[config.mk]
export PLATFORM = sky130hd
export DESIGN_NAME = sev_event_vector_unit
export DESIGN_NICKNAME = d
export VERILOG_FILES = /design/src/design/sev_pkg.sv /design/src/design/sev_event_vector_unit.sv /design/src/design/sev_vec_pick.sv /design/src/design/sev_mailbox.sv
export SDC_FILE = /design/constraint.sdc
export NUM_CORES = 1
export LEC_CHECK = 0
export BUFFER_PORTS_ARGS = -buffer_cell sky130_fd_sc_hd__buf_2
export CORE_MARGIN = 10
export CORE_UTILIZATION = 55
export DETAILED_ROUTE_END_ITERATION = 8
export PLACE_DENSITY = 0.83
export SYNTH_ARGS = -nofsm -noshare
export SYNTH_HDL_FRONTEND = slang
export SYNTH_HIERARCHICAL = 1
export SYNTH_SLANG_ARGS = --single-unit
[constraint.sdc]
create_clock -name clk -period 5.3 [get_ports clk]
set_input_delay 1.06 -clock clk [delete_from_list [all_inputs] [get_ports clk]]
set_output_delay 1.06 -clock clk [all_outputs]
set_load 0.02 [all_outputs]
[src/design/sev_pkg.sv]
`default_nettype none

package sev_pkg;

  // ==========================================================
  // Register map
  localparam logic [15:0] USER_NMI_VECTOR_ADDR = 16'h019A;
  localparam logic [15:0] SYSTEM_NMI_VECTOR_ADDR = 16'h019C;
  localparam logic [15:0] RESET_CAUSE_VECTOR_ADDR = 16'h019E;
  localparam int unsigned DATA_W = 16;
  localparam logic [15:0] NO_PENDING = 16'h0000;

  // ==========================================================
  // Flag slots per class: slot i reports code 2*(i+1)
  localparam int unsigned RESET_SLOTS = 24;
  localparam int unsigned SNMI_SLOTS = 12;
  localparam int unsigned UNMI_SLOTS = 2;

  // ==========================================================
  // Reset-cause codes
  localparam logic [7:0] RC_BROWNOUT = 8'h02;
  localparam logic [7:0] RC_RESET_PIN = 8'h04;
  localparam logic [7:0] RC_SW_BROWNOUT = 8'h06;
  localparam logic [7:0] RC_LPM_WAKE = 8'h08;
  localparam logic [7:0] RC_SECURITY = 8'h0A;
  localparam logic [7:0] RC_SUPPLY_SUP = 8'h0E;
  localparam logic [7:0] RC_SW_POWERON = 8'h14;
  localparam logic [7:0] RC_WATCHDOG = 8'h16;
  localparam logic [7:0] RC_WDOG_PASSWORD = 8'h18;
  localparam logic [7:0] RC_NVM_PASSWORD = 8'h1A;
  localparam logic [7:0] RC_NVM_UNCORR = 8'h1C;
  localparam logic [7:0] RC_PERIPH_FETCH = 8'h1E;
  localparam logic [7:0] RC_PMM_PASSWORD = 8'h20;
  localparam logic [7:0] RC_MPU_PASSWORD = 8'h22;
  localparam logic [7:0] RC_CLK_PASSWORD = 8'h24;
  localparam logic [7:0] RC_ENCAP_VIOL = 8'h26;
  localparam logic [7:0] RC_INFO_VIOL = 8'h28;
  localparam logic [7:0] RC_SEG1_VIOL = 8'h2A;
  localparam logic [7:0] RC_SEG2_VIOL = 8'h2C;
  localparam logic [7:0] RC_SEG3_VIOL = 8'h2E;
  localparam logic [7:0] RC_ACCESS_TIME = 8'h30;

  // ==========================================================
  // System-NMI codes
  localparam logic [7:0] SN_NVM_UNCORR = 8'h04;
  localparam logic [7:0] SN_ENCAP_VIOL = 8'h08;
  localparam logic [7:0] SN_INFO_VIOL = 8'h0A;
  localparam logic [7:0] SN_SEG1_VIOL = 8'h0C;
  localparam logic [7:0] SN_SEG2_VIOL = 8'h0E;
  localparam logic [7:0] SN_SEG3_VIOL = 8'h10;
  localparam logic [7:0] SN_VACANT = 8'h12;
  localparam logic [7:0] SN_MBOX_IN = 8'h14;
  localparam logic [7:0] SN_MBOX_OUT = 8'h16;
  localparam logic [7:0] SN_NVM_CORR = 8'h18;

  // ==========================================================
  // User-NMI codes
  localparam logic [7:0] UN_NMI_PIN = 8'h02;
  localparam logic [7:0] UN_OSC_FAULT = 8'h04;

  // Slot index of a code
  function automatic int unsigned slot(input logic [7:0] code);
    slot = 32'(code[7:1]) - 32'h1;
  endfunction : slot

endpackage : sev_pkg

`default_nettype wire

[src/design/sev_event_vector_unit.sv]
`timescale 1ns/1ps
`default_nettype none

module sev_event_vector_unit #(
  parameter int unsigned MBOX_W = 16
) (
  // Clock and reset
  input wire logic clk,
  input wire logic rstn,
  // Peripheral read port
  input wire logic per_rd,
  input wire logic [15:0] per_addr,
  output logic [sev_pkg::DATA_W-1:0] per_rdata,
  output logic per_ack,
  // Brownout-class event pulses
  input wire logic brownout_evt,
  input wire logic reset_pin_flag,
  input wire logic software_brownout_request,
  input wire logic lpm_wake_evt,
  input wire logic security_evt,
  input wire logic supply_supervisor_flag,
  // Power-on-class event pulse
  input wire logic software_poweron_request,
  // Power-up-clear event pulses and the reset enables that route them
  input wire logic watchdog_expiry_flag,
  input wire logic watchdog_password,
  input wire logic nvm_controller_password,
  input wire logic nvm_uncorrectable_evt,
  input wire logic nvm_uncorrectable_reset_en,
  input wire logic periph_fetch_evt,
  input wire logic power_mgmt_password,
  input wire logic protection_unit_password,
  input wire logic clock_system_password,
  input wire logic encapsulated_region_violation_flag,
  input wire logic info_memory_violation_flag,
  input wire logic segment_one_violation_flag,
  input wire logic segment_two_violation_flag,
  input wire logic segment_three_violation_flag,
  input wire logic violation_reset_en,
  input wire logic access_time_error_flag,
  // System-NMI-only event pulses
  input wire logic vacant_access_flag,
  input wire logic nvm_corrected_evt,
  // User-NMI event pulses
  input wire logic nmi_pin_flag,
  input wire logic oscillator_fault_flag,
  // Debugger side of the mailbox
  input wire logic dbg_wr,
  input wire logic [MBOX_W-1:0] dbg_wdata,
  input wire logic dbg_rd,
  output logic [MBOX_W-1:0] dbg_rdata,
  // Software side of the mailbox
  input wire logic sw_mbox_wr,
  input wire logic [MBOX_W-1:0] sw_mbox_wdata,
  input wire logic sw_mbox_rd,
  output logic [MBOX_W-1:0] sw_mbox_rdata,
  output logic mailbox_in_flag,
  output logic mailbox_out_flag,
  // Reset requests toward the reset tree
  output logic brownout_class_reset,
  output logic poweron_class_reset,
  output logic power_up_clear_reset,
  // Pending summaries
  output logic snmi_pending,
  output logic unmi_pending
);

  localparam int unsigned RN = sev_pkg::RESET_SLOTS;
  localparam int unsigned SN = sev_pkg::SNMI_SLOTS;
  localparam int unsigned UN = sev_pkg::UNMI_SLOTS;

  // Read strobe aimed at one vector address
  function automatic logic hit(input logic rd, input logic [15:0] a,
                               input logic [15:0] reg_addr);
    hit = rd & (a == reg_addr);
  endfunction : hit

  // ==========================================================
  // Reset synchroniser
  logic [1:0] rst_sync_r;
  logic rst_n;

  always_ff @(posedge clk or negedge rstn)
  begin
    if (!rstn)
      rst_sync_r <= 2'b00;
    else
      rst_sync_r <= {rst_sync_r[0], 1'b1};
  end

  assign rst_n = rst_sync_r[1];

  // ==========================================================
  // Mailbox
  logic mbox_in_evt;
  logic mbox_out_evt;

  sev_mailbox #(
    .W(MBOX_W)
  ) u_mailbox (
    .clk(clk),
    .rst_n(rst_n),
    .dbg_wr(dbg_wr),
    .dbg_wdata(dbg_wdata),
    .dbg_rd(dbg_rd),
    .dbg_rdata(dbg_rdata),
    .sw_wr(sw_mbox_wr),
    .sw_wdata(sw_mbox_wdata),
    .sw_rd(sw_mbox_rd),
    .sw_rdata(sw_mbox_rdata),
    .mailbox_in_flag(mailbox_in_flag),
    .mailbox_out_flag(mailbox_out_flag),
    .in_event(mbox_in_evt),
    .out_event(mbox_out_evt)
  );

  // ==========================================================
  // Event to slot mapping; reserved slots never set
  logic [RN-1:0] rst_set;
  logic [SN-1:0] snmi_set;
  logic [UN-1:0] unmi_set;
  logic nvm_uncorr_rst;
  logic viol_rst;

  // Protection faults and uncorrectable errors reset only when enabled;
  // otherwise they stay system NMIs.
  assign nvm_uncorr_rst = nvm_uncorrectable_evt & nvm_uncorrectable_reset_en;
  assign viol_rst = violation_reset_en;

  always_comb
  begin
    rst_set = '0;
    rst_set[sev_pkg::slot(sev_pkg::RC_BROWNOUT)] = brownout_evt;
    rst_set[sev_pkg::slot(sev_pkg::RC_RESET_PIN)] = reset_pin_flag;
    rst_set[sev_pkg::slot(sev_pkg::RC_SW_BROWNOUT)] =
      software_brownout_request;
    rst_set[sev_pkg::slot(sev_pkg::RC_LPM_WAKE)] = lpm_wake_evt;
    rst_set[sev_pkg::slot(sev_pkg::RC_SECURITY)] = security_evt;
    rst_set[sev_pkg::slot(sev_pkg::RC_SUPPLY_SUP)] =
      supply_supervisor_flag;
    rst_set[sev_pkg::slot(sev_pkg::RC_SW_POWERON)] =
      software_poweron_request;
    rst_set[sev_pkg::slot(sev_pkg::RC_WATCHDOG)] =
      watchdog_expiry_flag;
    rst_set[sev_pkg::slot(sev_pkg::RC_WDOG_PASSWORD)] =
      watchdog_password;
    rst_set[sev_pkg::slot(sev_pkg::RC_NVM_PASSWORD)] =
      nvm_controller_password;
    rst_set[sev_pkg::slot(sev_pkg::RC_NVM_UNCORR)] = nvm_uncorr_rst;
    rst_set[sev_pkg::slot(sev_pkg::RC_PERIPH_FETCH)] =
      periph_fetch_evt;
    rst_set[sev_pkg::slot(sev_pkg::RC_PMM_PASSWORD)] =
      power_mgmt_password;
    rst_set[sev_pkg::slot(sev_pkg::RC_MPU_PASSWORD)] =
      protection_unit_password;
    rst_set[sev_pkg::slot(sev_pkg::RC_CLK_PASSWORD)] =
      clock_system_password;
    rst_set[sev_pkg::slot(sev_pkg::RC_ENCAP_VIOL)] =
      encapsulated_region_violation_flag & viol_rst;
    rst_set[sev_pkg::slot(sev_pkg::RC_INFO_VIOL)] =
      info_memory_violation_flag & viol_rst;
    rst_set[sev_pkg::slot(sev_pkg::RC_SEG1_VIOL)] =
      segment_one_violation_flag & viol_rst;
    rst_set[sev_pkg::slot(sev_pkg::RC_SEG2_VIOL)] =
      segment_two_violation_flag & viol_rst;
    rst_set[sev_pkg::slot(sev_pkg::RC_SEG3_VIOL)] =
      segment_three_violation_flag & viol_rst;
    rst_set[sev_pkg::slot(sev_pkg::RC_ACCESS_TIME)] =
      access_time_error_flag;
  end

  always_comb
  begin
    snmi_set = '0;
    snmi_set[sev_pkg::slot(sev_pkg::SN_NVM_UNCORR)] =
      nvm_uncorrectable_evt & ~nvm_uncorrectable_reset_en;
    snmi_set[sev_pkg::slot(sev_pkg::SN_ENCAP_VIOL)] =
      encapsulated_region_violation_flag & ~viol_rst;
    snmi_set[sev_pkg::slot(sev_pkg::SN_INFO_VIOL)] =
      info_memory_violation_flag & ~viol_rst;
    snmi_set[sev_pkg::slot(sev_pkg::SN_SEG1_VIOL)] =
      segment_one_violation_flag & ~viol_rst;
    snmi_set[sev_pkg::slot(sev_pkg::SN_SEG2_VIOL)] =
      segment_two_violation_flag & ~viol_rst;
    snmi_set[sev_pkg::slot(sev_pkg::SN_SEG3_VIOL)] =
      segment_three_violation_flag & ~viol_rst;
    snmi_set[sev_pkg::slot(sev_pkg::SN_VACANT)] = vacant_access_flag;
    snmi_set[sev_pkg::slot(sev_pkg::SN_MBOX_IN)] = mbox_in_evt;
    snmi_set[sev_pkg::slot(sev_pkg::SN_MBOX_OUT)] = mbox_out_evt;
    snmi_set[sev_pkg::slot(sev_pkg::SN_NVM_CORR)] = nvm_corrected_evt;
  end

  always_comb
  begin
    unmi_set = '0;
    unmi_set[sev_pkg::slot(sev_pkg::UN_NMI_PIN)] = nmi_pin_flag;
    unmi_set[sev_pkg::slot(sev_pkg::UN_OSC_FAULT)] =
      oscillator_fault_flag;
  end

  // ==========================================================
  // Sticky flags and priority pick
  logic [RN-1:0] rst_flag_r;
  logic [SN-1:0] snmi_flag_r;
  logic [UN-1:0] unmi_flag_r;
  logic [RN-1:0] rst_pick;
  logic [SN-1:0] snmi_pick;
  logic [UN-1:0] unmi_pick;
  logic [sev_pkg::DATA_W-1:0] rst_code;
  logic [sev_pkg::DATA_W-1:0] snmi_code;
  logic [sev_pkg::DATA_W-1:0] unmi_code;
  logic rd_rst;
  logic rd_snmi;
  logic rd_unmi;

  sev_vec_pick #(.N(RN)) u_pick_rst (
    .flags(rst_flag_r),
    .code(rst_code),
    .pick(rst_pick)
  );
  sev_vec_pick #(.N(SN)) u_pick_snmi (
    .flags(snmi_flag_r),
    .code(snmi_code),
    .pick(snmi_pick)
  );
  sev_vec_pick #(.N(UN)) u_pick_unmi (
    .flags(unmi_flag_r),
    .code(unmi_code),
    .pick(unmi_pick)
  );
  assign rd_rst = hit(per_rd, per_addr, sev_pkg::RESET_CAUSE_VECTOR_ADDR);
  assign rd_snmi = hit(per_rd, per_addr, sev_pkg::SYSTEM_NMI_VECTOR_ADDR);
  assign rd_unmi = hit(per_rd, per_addr, sev_pkg::USER_NMI_VECTOR_ADDR);

  // A new event on the slot being read survives: set beats clear
  always_ff @(posedge clk or negedge rst_n)
  begin
    if (!rst_n)
      rst_flag_r <= '0;
    else
      rst_flag_r <= (rst_flag_r & ~(rst_pick & {RN{rd_rst}})) |
                    rst_set;
  end

  always_ff @(posedge clk or negedge rst_n)
  begin
    if (!rst_n)
      snmi_flag_r <= '0;
    else
      snmi_flag_r <= (snmi_flag_r & ~(snmi_pick & {SN{rd_snmi}})) |
                     snmi_set;
  end

  always_ff @(posedge clk or negedge rst_n)
  begin
    if (!rst_n)
      unmi_flag_r <= '0;
    else
      unmi_flag_r <= (unmi_flag_r & ~(unmi_pick & {UN{rd_unmi}})) |
                     unmi_set;
  end

  // ==========================================================
  // Read data; unmapped addresses answer zero
  always_ff @(posedge clk or negedge rst_n)
  begin
    if (!rst_n)
    begin
      per_rdata <= sev_pkg::NO_PENDING;
      per_ack <= 1'b0;
    end
    else
    begin
      per_ack <= per_rd;
      if (rd_rst)
        per_rdata <= rst_code;
      else if (rd_snmi)
        per_rdata <= snmi_code;
      else if (rd_unmi)
        per_rdata <= unmi_code;
      else
        per_rdata <= sev_pkg::NO_PENDING;
    end
  end

  // ==========================================================
  // Reset class requests, one cycle per event cycle
  logic bor_any;
  logic pwr_any;
  logic puc_any;

  assign bor_any = |rst_set[sev_pkg::slot(sev_pkg::RC_SUPPLY_SUP):0];
  assign pwr_any = rst_set[sev_pkg::slot(sev_pkg::RC_SW_POWERON)];
  assign puc_any = |rst_set[RN-1:sev_pkg::slot(sev_pkg::RC_WATCHDOG)];

  always_ff @(posedge clk or negedge rst_n)
  begin
    if (!rst_n)
    begin
      brownout_class_reset <= 1'b0;
      poweron_class_reset <= 1'b0;
      power_up_clear_reset <= 1'b0;
      snmi_pending <= 1'b0;
      unmi_pending <= 1'b0;
    end
    else
    begin
      brownout_class_reset <= bor_any;
      poweron_class_reset <= pwr_any;
      power_up_clear_reset <= puc_any;
      snmi_pending <= |snmi_flag_r;
      unmi_pending <= |unmi_flag_r;
    end
  end

endmodule : sev_event_vector_unit

`default_nettype wire

[src/design/sev_vec_pick.sv]
`timescale 1ns/1ps
`default_nettype none

module sev_vec_pick #(
  parameter int unsigned N = 2
) (
  // Pending flags, slot 0 highest priority
  input wire logic [N-1:0] flags,
  // Winning code and its one-hot slot
  output logic [sev_pkg::DATA_W-1:0] code,
  output logic [N-1:0] pick
);

  // ==========================================================
  // Lowest slot wins; scan downward so the last hit is the lowest
  always_comb
  begin
    code = sev_pkg::NO_PENDING;
    pick = '0;
    for (int i = N - 1; i >= 0; i--)
    begin
      if (flags[i])
      begin
        code = sev_pkg::DATA_W'((i + 1) * 2);
        pick = '0;
        pick[i] = 1'b1;
      end
    end
  end

endmodule : sev_vec_pick

`default_nettype wire

[src/design/sev_mailbox.sv]
`timescale 1ns/1ps
`default_nettype none

module sev_mailbox #(
  parameter int unsigned W = 16
) (
  // Clock and reset
  input wire logic clk,
  input wire logic rst_n,
  // Debugger side
  input wire logic dbg_wr,
  input wire logic [W-1:0] dbg_wdata,
  input wire logic dbg_rd,
  output logic [W-1:0] dbg_rdata,
  // Software side
  input wire logic sw_wr,
  input wire logic [W-1:0] sw_wdata,
  input wire logic sw_rd,
  output logic [W-1:0] sw_rdata,
  // Flags and events
  output logic mailbox_in_flag,
  output logic mailbox_out_flag,
  output logic in_event,
  output logic out_event
);

  // ==========================================================
  // Incoming word: debugger fills, software drains
  always_ff @(posedge clk or negedge rst_n)
  begin
    if (!rst_n)
    begin
      sw_rdata <= '0;
      mailbox_in_flag <= 1'b0;
      in_event <= 1'b0;
    end
    else
    begin
      if (dbg_wr)
        sw_rdata <= dbg_wdata;
      // A fresh word beats a read in the same cycle
      mailbox_in_flag <= dbg_wr | (mailbox_in_flag & ~sw_rd);
      in_event <= dbg_wr;
    end
  end

  // ==========================================================
  // Outgoing word: software fills, debugger takes
  always_ff @(posedge clk or negedge rst_n)
  begin
    if (!rst_n)
    begin
      dbg_rdata <= '0;
      mailbox_out_flag <= 1'b0;
      out_event <= 1'b0;
    end
    else
    begin
      if (sw_wr)
        dbg_rdata <= sw_wdata;
      mailbox_out_flag <= sw_wr | (mailbox_out_flag & ~dbg_rd);
      out_event <= dbg_rd & mailbox_out_flag;
    end
  end

endmodule : sev_mailbox

`default_nettype wire

==> metrics.yaml, run 1 <==
clocking:
  cts_buffers: 9
  h-tree-depth: 3
  ctsHoldBuffers: 0
  cts_buffer_depth: 2
  cts_setup_buffers: 0
  cts_tree: "yes"
  clock-sinks: 98
  clockRootBuffer: "clkbuf_8"
  clk_latency_ns: 0.37
  cts.reportedPaths.clkPinSlew_ns: 0.11
  ctsResizeCount: 0
synth:
  syn_avg_cell_area_um2: 10.6
  synth-simple-area-share_pct: 20.2
  yosys.area.top_type: "dfrtp_1"
  synthMuxAreaShare_pct: 11.4
  synth-adder-area-share_pct: 0
  async_flop_share_pct: 100
  synth_edf_count: 0
  synth_xor_area_share_pct: 0
  ys_ff_latch: 98
  synth_top_family_by_area: "simple AND/OR/NAND/NOR gates"
  yosys_warnings: 6
  seq_area_frac_synth_pct: 46.1
  netlist_area_um2: 5320
  yosys-top-cells-area: "dfrtp_1 (46%), mux2_2 (6.4%), buf_4 (5.9%)"
  synth_flop_cell: "dfrtp_1"
  syn_inst: 500
  synth_compound_area_share_pct: 11.8
  synth_cell_types: 63
  synth_top_area_share_pct: 46.1
drt:
  detail_route.first_pass.iterations: 5
  postRouteAntennaNets: 0
  wire_per_inst_um: 16.7
  vias: 4101
  finalWirelength_um: 12600
  drtIter0Drc: 251
  vias_per_cell: 5.43
  route.detailed.drc: 0
floorplan:
  start_util_pct: 57.0
  io_pins: 138
  coreArea_um2: 9330
  std_cell_rows: 35
  die-width_um: 118
  die_h_um: 118
  die_area_um2: 14000
timing:
  rsz0062_at_grt: "no"
  period_share_pct: 43.8
  maxSlewHeadroom_pct: 35.2
  fin_setup_tns_ns: 0
  worst-slew-pin-transition_ns: 0.972
  finalMaxSlewViolations: 0
  skew_ns: 0.0120
  hold_viol: 0
  max_freq_mhz: 431
  period_needed_ns: 2.32
  setup_viol: 0
critical_path:
  cp_max_fo: 19
  critPathLaunchType: "input pin"
  critPathRequiredTime_ns: 5.57
  worstPathArrival_ns: 2.60
  crit_path_end_kind: "flip-flop"
  ff2ff_setup_slack_ns: 3.23
  critPathKind: "in -> reg"
global_route:
  overflow: 0
  gr-usage-met2_pct: 30.1
  antenna_found_initial: 0
  grt_pass1_vias: 4309
  busiest_layer: "met2"
  grtUsageTotal_pct: 17.8
  grt_first_pass_wirelength_um: 21100
  grt_max_degree: 77
  use_met3_pct: 5.14
  grt_use_met1_pct: 21.7
finish:
  fillers: 802
  antenna_cells: 0
  drive_above_1_share_pct: 36.4
  nets: 703
  layout_common_cells: "buf_2 (137), dfrtp_1 (97), nor2_1 (58)"
  final_common_cell: "buf_2"
  area_growth_pct: 13.8
hold_path:
  hp-class: "reg -> async"
pwr:
  vdd_drop_max_v: 0.000161
  power.density_nw_per_um2: 245
  power_w: 0.00148
  leakage_nw: 2.73
placed_design:
  dp_hpwl_um: 9310
  portBuffers: 137
  routabilityCongestion: 0.884
status:
  status: "completed"
job:
  drv_cap: 0
[registers in the layout (all words and copies together), names as in the netlist]
name / cells
brownout_class_reset: 1
per_ack: 1
per_rdata: 16
power_up_clear_reset: 1
poweron_class_reset: 1
rst_flag_r: 24
rst_sync_r: 2
snmi_flag_r: 12
snmi_pending: 1
u_mailbox/dbg_rdata: 16
u_mailbox/in_event: 1
u_mailbox/mailbox_in_flag: 1
u_mailbox/mailbox_out_flag: 1
u_mailbox/out_event: 1
u_mailbox/sw_rdata: 16
unmi_flag_r: 2
unmi_pending: 1
[per-layer routing]
metal	routed length, um	up-vias
met5	0	-
met4	121	0
met3	945	16
met2	6200	150
met1	5330	1976
li1	-	1959
[worst paths after layout]
kind | from | endpoint | depth (start not counted)
worst max-delay path | per_addr[10] | rst_flag_r[5] | 4
worst max register to register | rst_flag_r[19] | per_rdata[1] | 7
max in group asynchronous | rst_sync_r[1] | rst_flag_r[12] | 1
worst min-delay path | rst_sync_r[1] | per_ack | 0
min in group clk | rst_sync_r[0] | rst_sync_r[1] | 0
worst min register to register | rst_sync_r[1] | per_ack | 0
[through the flow]
step / hold WS [ns] / utilization [%] / cells / instance area, um^2 / worst slack [ns]
6_report: 0.207 / 64.9 / 755 / 6050 / 2.98
5_1_grt: 0.222 / 64.9 / 755 / 6050 / 2.80
4_1_cts: 0.216 / 64.9 / 755 / 6050 / 2.98
3_5_place_dp: 0.211 / 62.7 / 739 / 5850 / 2.58
3_3_place_gp: 0.208 / 62.7 / 739 / 5850 / 2.61
2_1_floorplan: 0.331 / - / 534 / 5440 / 2.37
[critical path: stages]
cell and delay [ns]:
buf_2 0.10, or4_1 0.53, or4_4 0.67, o21a_1 0.23
[cells by family after synthesis]
group | after synthesis
AOI/OAI and AO/OA | 95
buffers and inverters | 83
DFF | 98
muxes | 48
other | 4
and+or+nand+nor | 172
[cell type report]
type,count,area (um^2),share of cell area (%)
clock buffers,9,124,2.05
flip-flops and latches,98,2460,40.6
repair buffers,140,708,11.7
clock inverters,7,78.8,1.30
multi-input cells,353,2450,40.5
inverters,19,71.3,1.18
well taps,129,161,2.67
[report_power, final]
part	switching (W)	total, W	internal (W)
logic	0.000113	0.000200	0.0000870
clock network	0.000300	0.000490	0.000190
registers	0.0000174	0.000793	0.000775
[cell usage after synthesis (5+ instances only)]
library cell  instances
dfrtp_1              98
nor2_1               58
buf_4                42
a21oi_1              38
mux2_2               30
nor3b_1              22
inv_1                18
mux2_4               18
a22oi_1              17
a41oi_1              12
nand2_1              12
clkbuf_1             11
nor3_1               11
nor4_1               11
a31oi_1              10
nand3_1               7
nor2b_1               6
nor4b_1               5
No activity file was read; power rests on OpenSTA's default activity.
==> run 2: changes to the inputs <==
--- a/config.mk
+++ b/config.mk
@@ -5,11 +5,12 @@
 export SDC_FILE = /design/constraint.sdc
 export NUM_CORES = 1
 export LEC_CHECK = 0
+export ABC_AREA = 1
 export BUFFER_PORTS_ARGS = -buffer_cell sky130_fd_sc_hd__buf_2
 export CORE_MARGIN = 10
-export CORE_UTILIZATION = 55
+export CORE_UTILIZATION = 54
 export DETAILED_ROUTE_END_ITERATION = 8
-export PLACE_DENSITY = 0.83
+export PLACE_DENSITY = 0.81
 export SYNTH_ARGS = -nofsm -noshare
 export SYNTH_HDL_FRONTEND = slang
 export SYNTH_HIERARCHICAL = 1
==> constraint.sdc (replaced) <==
create_clock -name clk -period 2.2 [get_ports clk]
set_input_delay 0.44 -clock clk [delete_from_list [all_inputs] [get_ports clk]]
set_output_delay 0.44 -clock clk [all_outputs]
set_load 0.02 [all_outputs]
==> run 2 against run 1 <==
Die area is 5.0% higher. Combinational power increased by 96%. Global-route usage up 0.13 points. Worst hold slack got worse by 0.036 ns. Synthesized cell count rose by 49%. Critical endpoint is now rst_flag_r[20].
==> metrics.yaml, run 2 <==
status:
  status: "completed"  # unchanged
timing:
  period_share_pct: 82.4
  maxSlewHeadroom_pct: 65.2  # was 35.2%
  finalMaxSlewViolations: 0  # unchanged
  fin_setup_tns_ns: 0  # unchanged
  period_needed_ns: 1.81
  hold_viol: 0  # unchanged
  setup_viol: 0  # unchanged
  skew_ns: 0.0152  # was 0.0120 ns
  max_freq_mhz: 551
  rsz0062_at_grt: "no"  # unchanged
  worst-slew-pin-transition_ns: 0.521  # was 0.972 ns
global_route:
  grt_first_pass_wirelength_um: 21800  # was 21100 um
  grt_pass1_vias: 4677  # was 4309
  grt_max_degree: 36  # was 77
  grtUsageTotal_pct: 17.9  # was 17.8%
  antenna_found_initial: 0  # unchanged
  overflow: 0  # unchanged
clocking:
  ctsHoldBuffers: 1  # was 0
  h-tree-depth: 3  # unchanged
  cts.reportedPaths.clkPinSlew_ns: 0.11  # about the same
  ctsResizeCount: 0  # unchanged
  cts_buffers: 9  # unchanged
  cts_setup_buffers: 0  # unchanged
  clockRootBuffer: "clkbuf_8"  # unchanged
  clock-sinks: 98  # unchanged
  cts_tree: "yes"  # unchanged
  clk_latency_ns: 0.38  # was 0.37 ns
  cts_buffer_depth: 2  # unchanged
synth:
  netlist_area_um2: 5530  # was 5320 um^2
  synth_common_cells: "nand2_1 (256), inv_1 (114), dfrtp_1 (98)"  # was dfrtp_1 (98), nor2_1 (58), buf_4 (42)
  synth-simple-area-share_pct: 31.7  # was 20.2%
  post-synth-top-count-cell: "nand2_1"  # was dfrtp_1
  synth_edf_count: 0  # unchanged
  synth-adder-area-share_pct: 0  # unchanged
  syn_inst: 744  # was 500
  synth_cell_types: 39  # was 63
  synthMuxAreaShare_pct: 0  # was 11.4%
  synth_compound_area_share_pct: 6.24  # was 11.8%
  async_flop_share_pct: 100  # unchanged
  yosys-top-cells-area: "dfrtp_1 (44%), nand2_1 (17%), inv_1 (7.7%)"  # was dfrtp_1 (46%), mux2_2 (6.4%), buf_4 (5.9%)
  seq_area_frac_synth_pct: 44.3  # was 46.1%
  yosys.area.top_type: "dfrtp_1"  # unchanged
  synth_xor_area_share_pct: 0  # unchanged
  synth_top_family_by_area: "simple AND/OR/NAND/NOR gates"  # unchanged
  synth_flop_cell: "dfrtp_1"  # unchanged
  syn_avg_cell_area_um2: 7.43  # was 10.6 um^2
  yosys_warnings: 6  # unchanged
  ys_ff_latch: 98  # unchanged
  synth_top_area_share_pct: 44.3  # was 46.1%
drt:
  postRouteAntennaNets: 0  # unchanged
  finalWirelength_um: 12800  # was 12600 um
  vias_per_cell: 4.66  # was 5.43
  route.detailed.drc: 0  # unchanged
  drtIter0Drc: 299  # was 251
  detail_route.first_pass.iterations: 5  # unchanged
  vias: 4718  # was 4101
  wire_per_inst_um: 12.7  # was 16.7 um
finish:
  final_common_cell: "nand2_1"  # was buf_2
  nets: 956  # was 703
  drive_above_1_share_pct: 23.7  # was 36.4%
  regMostFlops: "rst_flag_r"  # unchanged
  final_core_util_pct: 64.6  # was 64.9%
  area_growth_pct: 15.2  # was 13.8%
  layout_common_cells: "nand2_1 (256), buf_2 (137), inv_1 (114)"  # was buf_2 (137), dfrtp_1 (97), nor2_1 (58)
  largest_register_ffs: 24  # unchanged
  antenna_cells: 0  # unchanged
pwr:
  switching_share_pct: 26.8  # was 29.0%
  p_switching_w: 0.000976  # was 0.000431 W
  p_clk_share_pct: 37.0  # was 33.0%
  vdd_drop_max_v: 0.000378  # was 0.000161 V
  power_w: 0.00364  # was 0.00148 W
  p_int_w: 0.00266  # was 0.00105 W
  power_frac_seq_pct: 52.3  # was 53.5%
  power.density_nw_per_um2: 571  # was 245 nW/um^2
  pwr-share-comb_pct: 10.7  # was 13.5%
  leakage_nw: 3.45  # was 2.73 nW
critical_path:
  critPathKind: "reg -> reg"  # was in -> reg
  r2r_start: "rst_flag_r[3]"  # was rst_flag_r[19]
  critPathLaunchType: "flip-flop"  # was input pin
  worstPathArrival_ns: 2.09  # was 2.60 ns
  cp-endpoint: "rst_flag_r[20]"  # was rst_flag_r[5]
  crit_top_cell: "inv_1"
  path_buf_inv: 2  # was 1
  cp_num_cells: 8  # was 4
  crit_slowest_cell: "dfrtp_1"  # was or4_4
  critPathLaunch: "rst_flag_r[3]"  # was per_addr[10]
  crit_path_end_kind: "flip-flop"  # unchanged
  critPathRequiredTime_ns: 2.47  # was 5.57 ns
  crit_family: "simple AND/OR/NAND/NOR gates"  # unchanged
  ff2ff_setup_slack_ns: 0.39  # was 3.23 ns
  path_cells: "nor2_1 > inv_1 > nor4_4 > nand3_2 > nor4_1 > inv_1 > o21ai_0 > nand2_1"  # was buf_2 > or4_1 > or4_4 > o21a_1
  cp_max_fo: 4  # was 19
  reg2reg_depth: 8  # was 7
  cpPeakStageDelay_ns: 0.42  # was 0.67 ns
  r2r_end: "rst_flag_r[20]"  # was per_rdata[1]
floorplan:
  std_cell_rows: 36  # was 35
  die_area_um2: 14700  # was 14000 um^2
  start_util_pct: 56.1  # was 57.0%
  die-width_um: 121  # was 118 um
  die_h_um: 121  # was 118 um
  io_pins: 138  # unchanged
  coreArea_um2: 9860  # was 9330 um^2
hold_path:
  whs_path_depth: 1
  hp-class: "in -> reg"  # was reg -> async
placed_design:
  portBuffers: 137  # unchanged
  dp_hpwl_um: 9950  # was 9310 um
  routabilityCongestion: 0.933  # was 0.884
job:
  drv_cap: 0  # unchanged
run 2: kinds of logic (layout without fill, tap and decap cells):
| logic type | Yosys count | count (layout) |
|---|---|---|
| buf+inv | 189 | 290 |
| flops | 98 | 98 |
| compound gates | 57 | 57 |
| simple gates | 396 | 396 |
| other cells | 4 | 38 |
run 2: worst min path at each step:
stage	startpoint	to
detailed placement	rstn	rst_sync_r[0]
global route	software_poweron_request	poweron_class_reset
global placement	rstn	rst_sync_r[0]
finish	software_poweron_request	poweron_class_reset
floorplan	rstn	rst_sync_r[0]
CTS	software_poweron_request	poweron_class_reset
run 2: power groups by stage:
stage	Clock (W)	Sequential (W)	Combinational [W]
4_1_cts	0.00137	0.00190	0.000397
2_1_floorplan	0	0.00202	0.000177
6_report	0.00135	0.00190	0.000391
3_3_place_gp	0	0.00194	0.000388
5_1_grt	0.00144	0.00191	0.000439
3_5_place_dp	0	0.00194	0.000396
run 2: cell type report:
type	instances	area [um^2]
multi-input cells	491	2240
clock inverters	7	106
well taps	133	166
inverters	128	495
fillers	895	3490
clock buffers	9	124
flip-flops and latches	98	2460
repair buffers	146	781
run 2: per-stage QoR:
step           setup slack [ns]  cell area, um^2  cells  hold slack (ns)
6_report                  0.387             6370   1012            0.171
5_1_grt                   0.205             6370   1012            0.159
4_1_cts                   0.427             6370   1012            0.159
3_5_place_dp              0.304             6130    995            0.227
3_3_place_gp              0.366             6130    995            0.229
2_1_floorplan             0.553             5660    778            0.144
run 2: metal layers:
metal / track usage [%] / wire length [um] / vias up
met2: 28.1 / 5860 / 141
met1: 23.2 / 5800 / 2110
met4: 5.29 / 162 / 0
met5: 0 / 0 / -
li1: - / - / 2454
met3: 5.49 / 1010 / 13
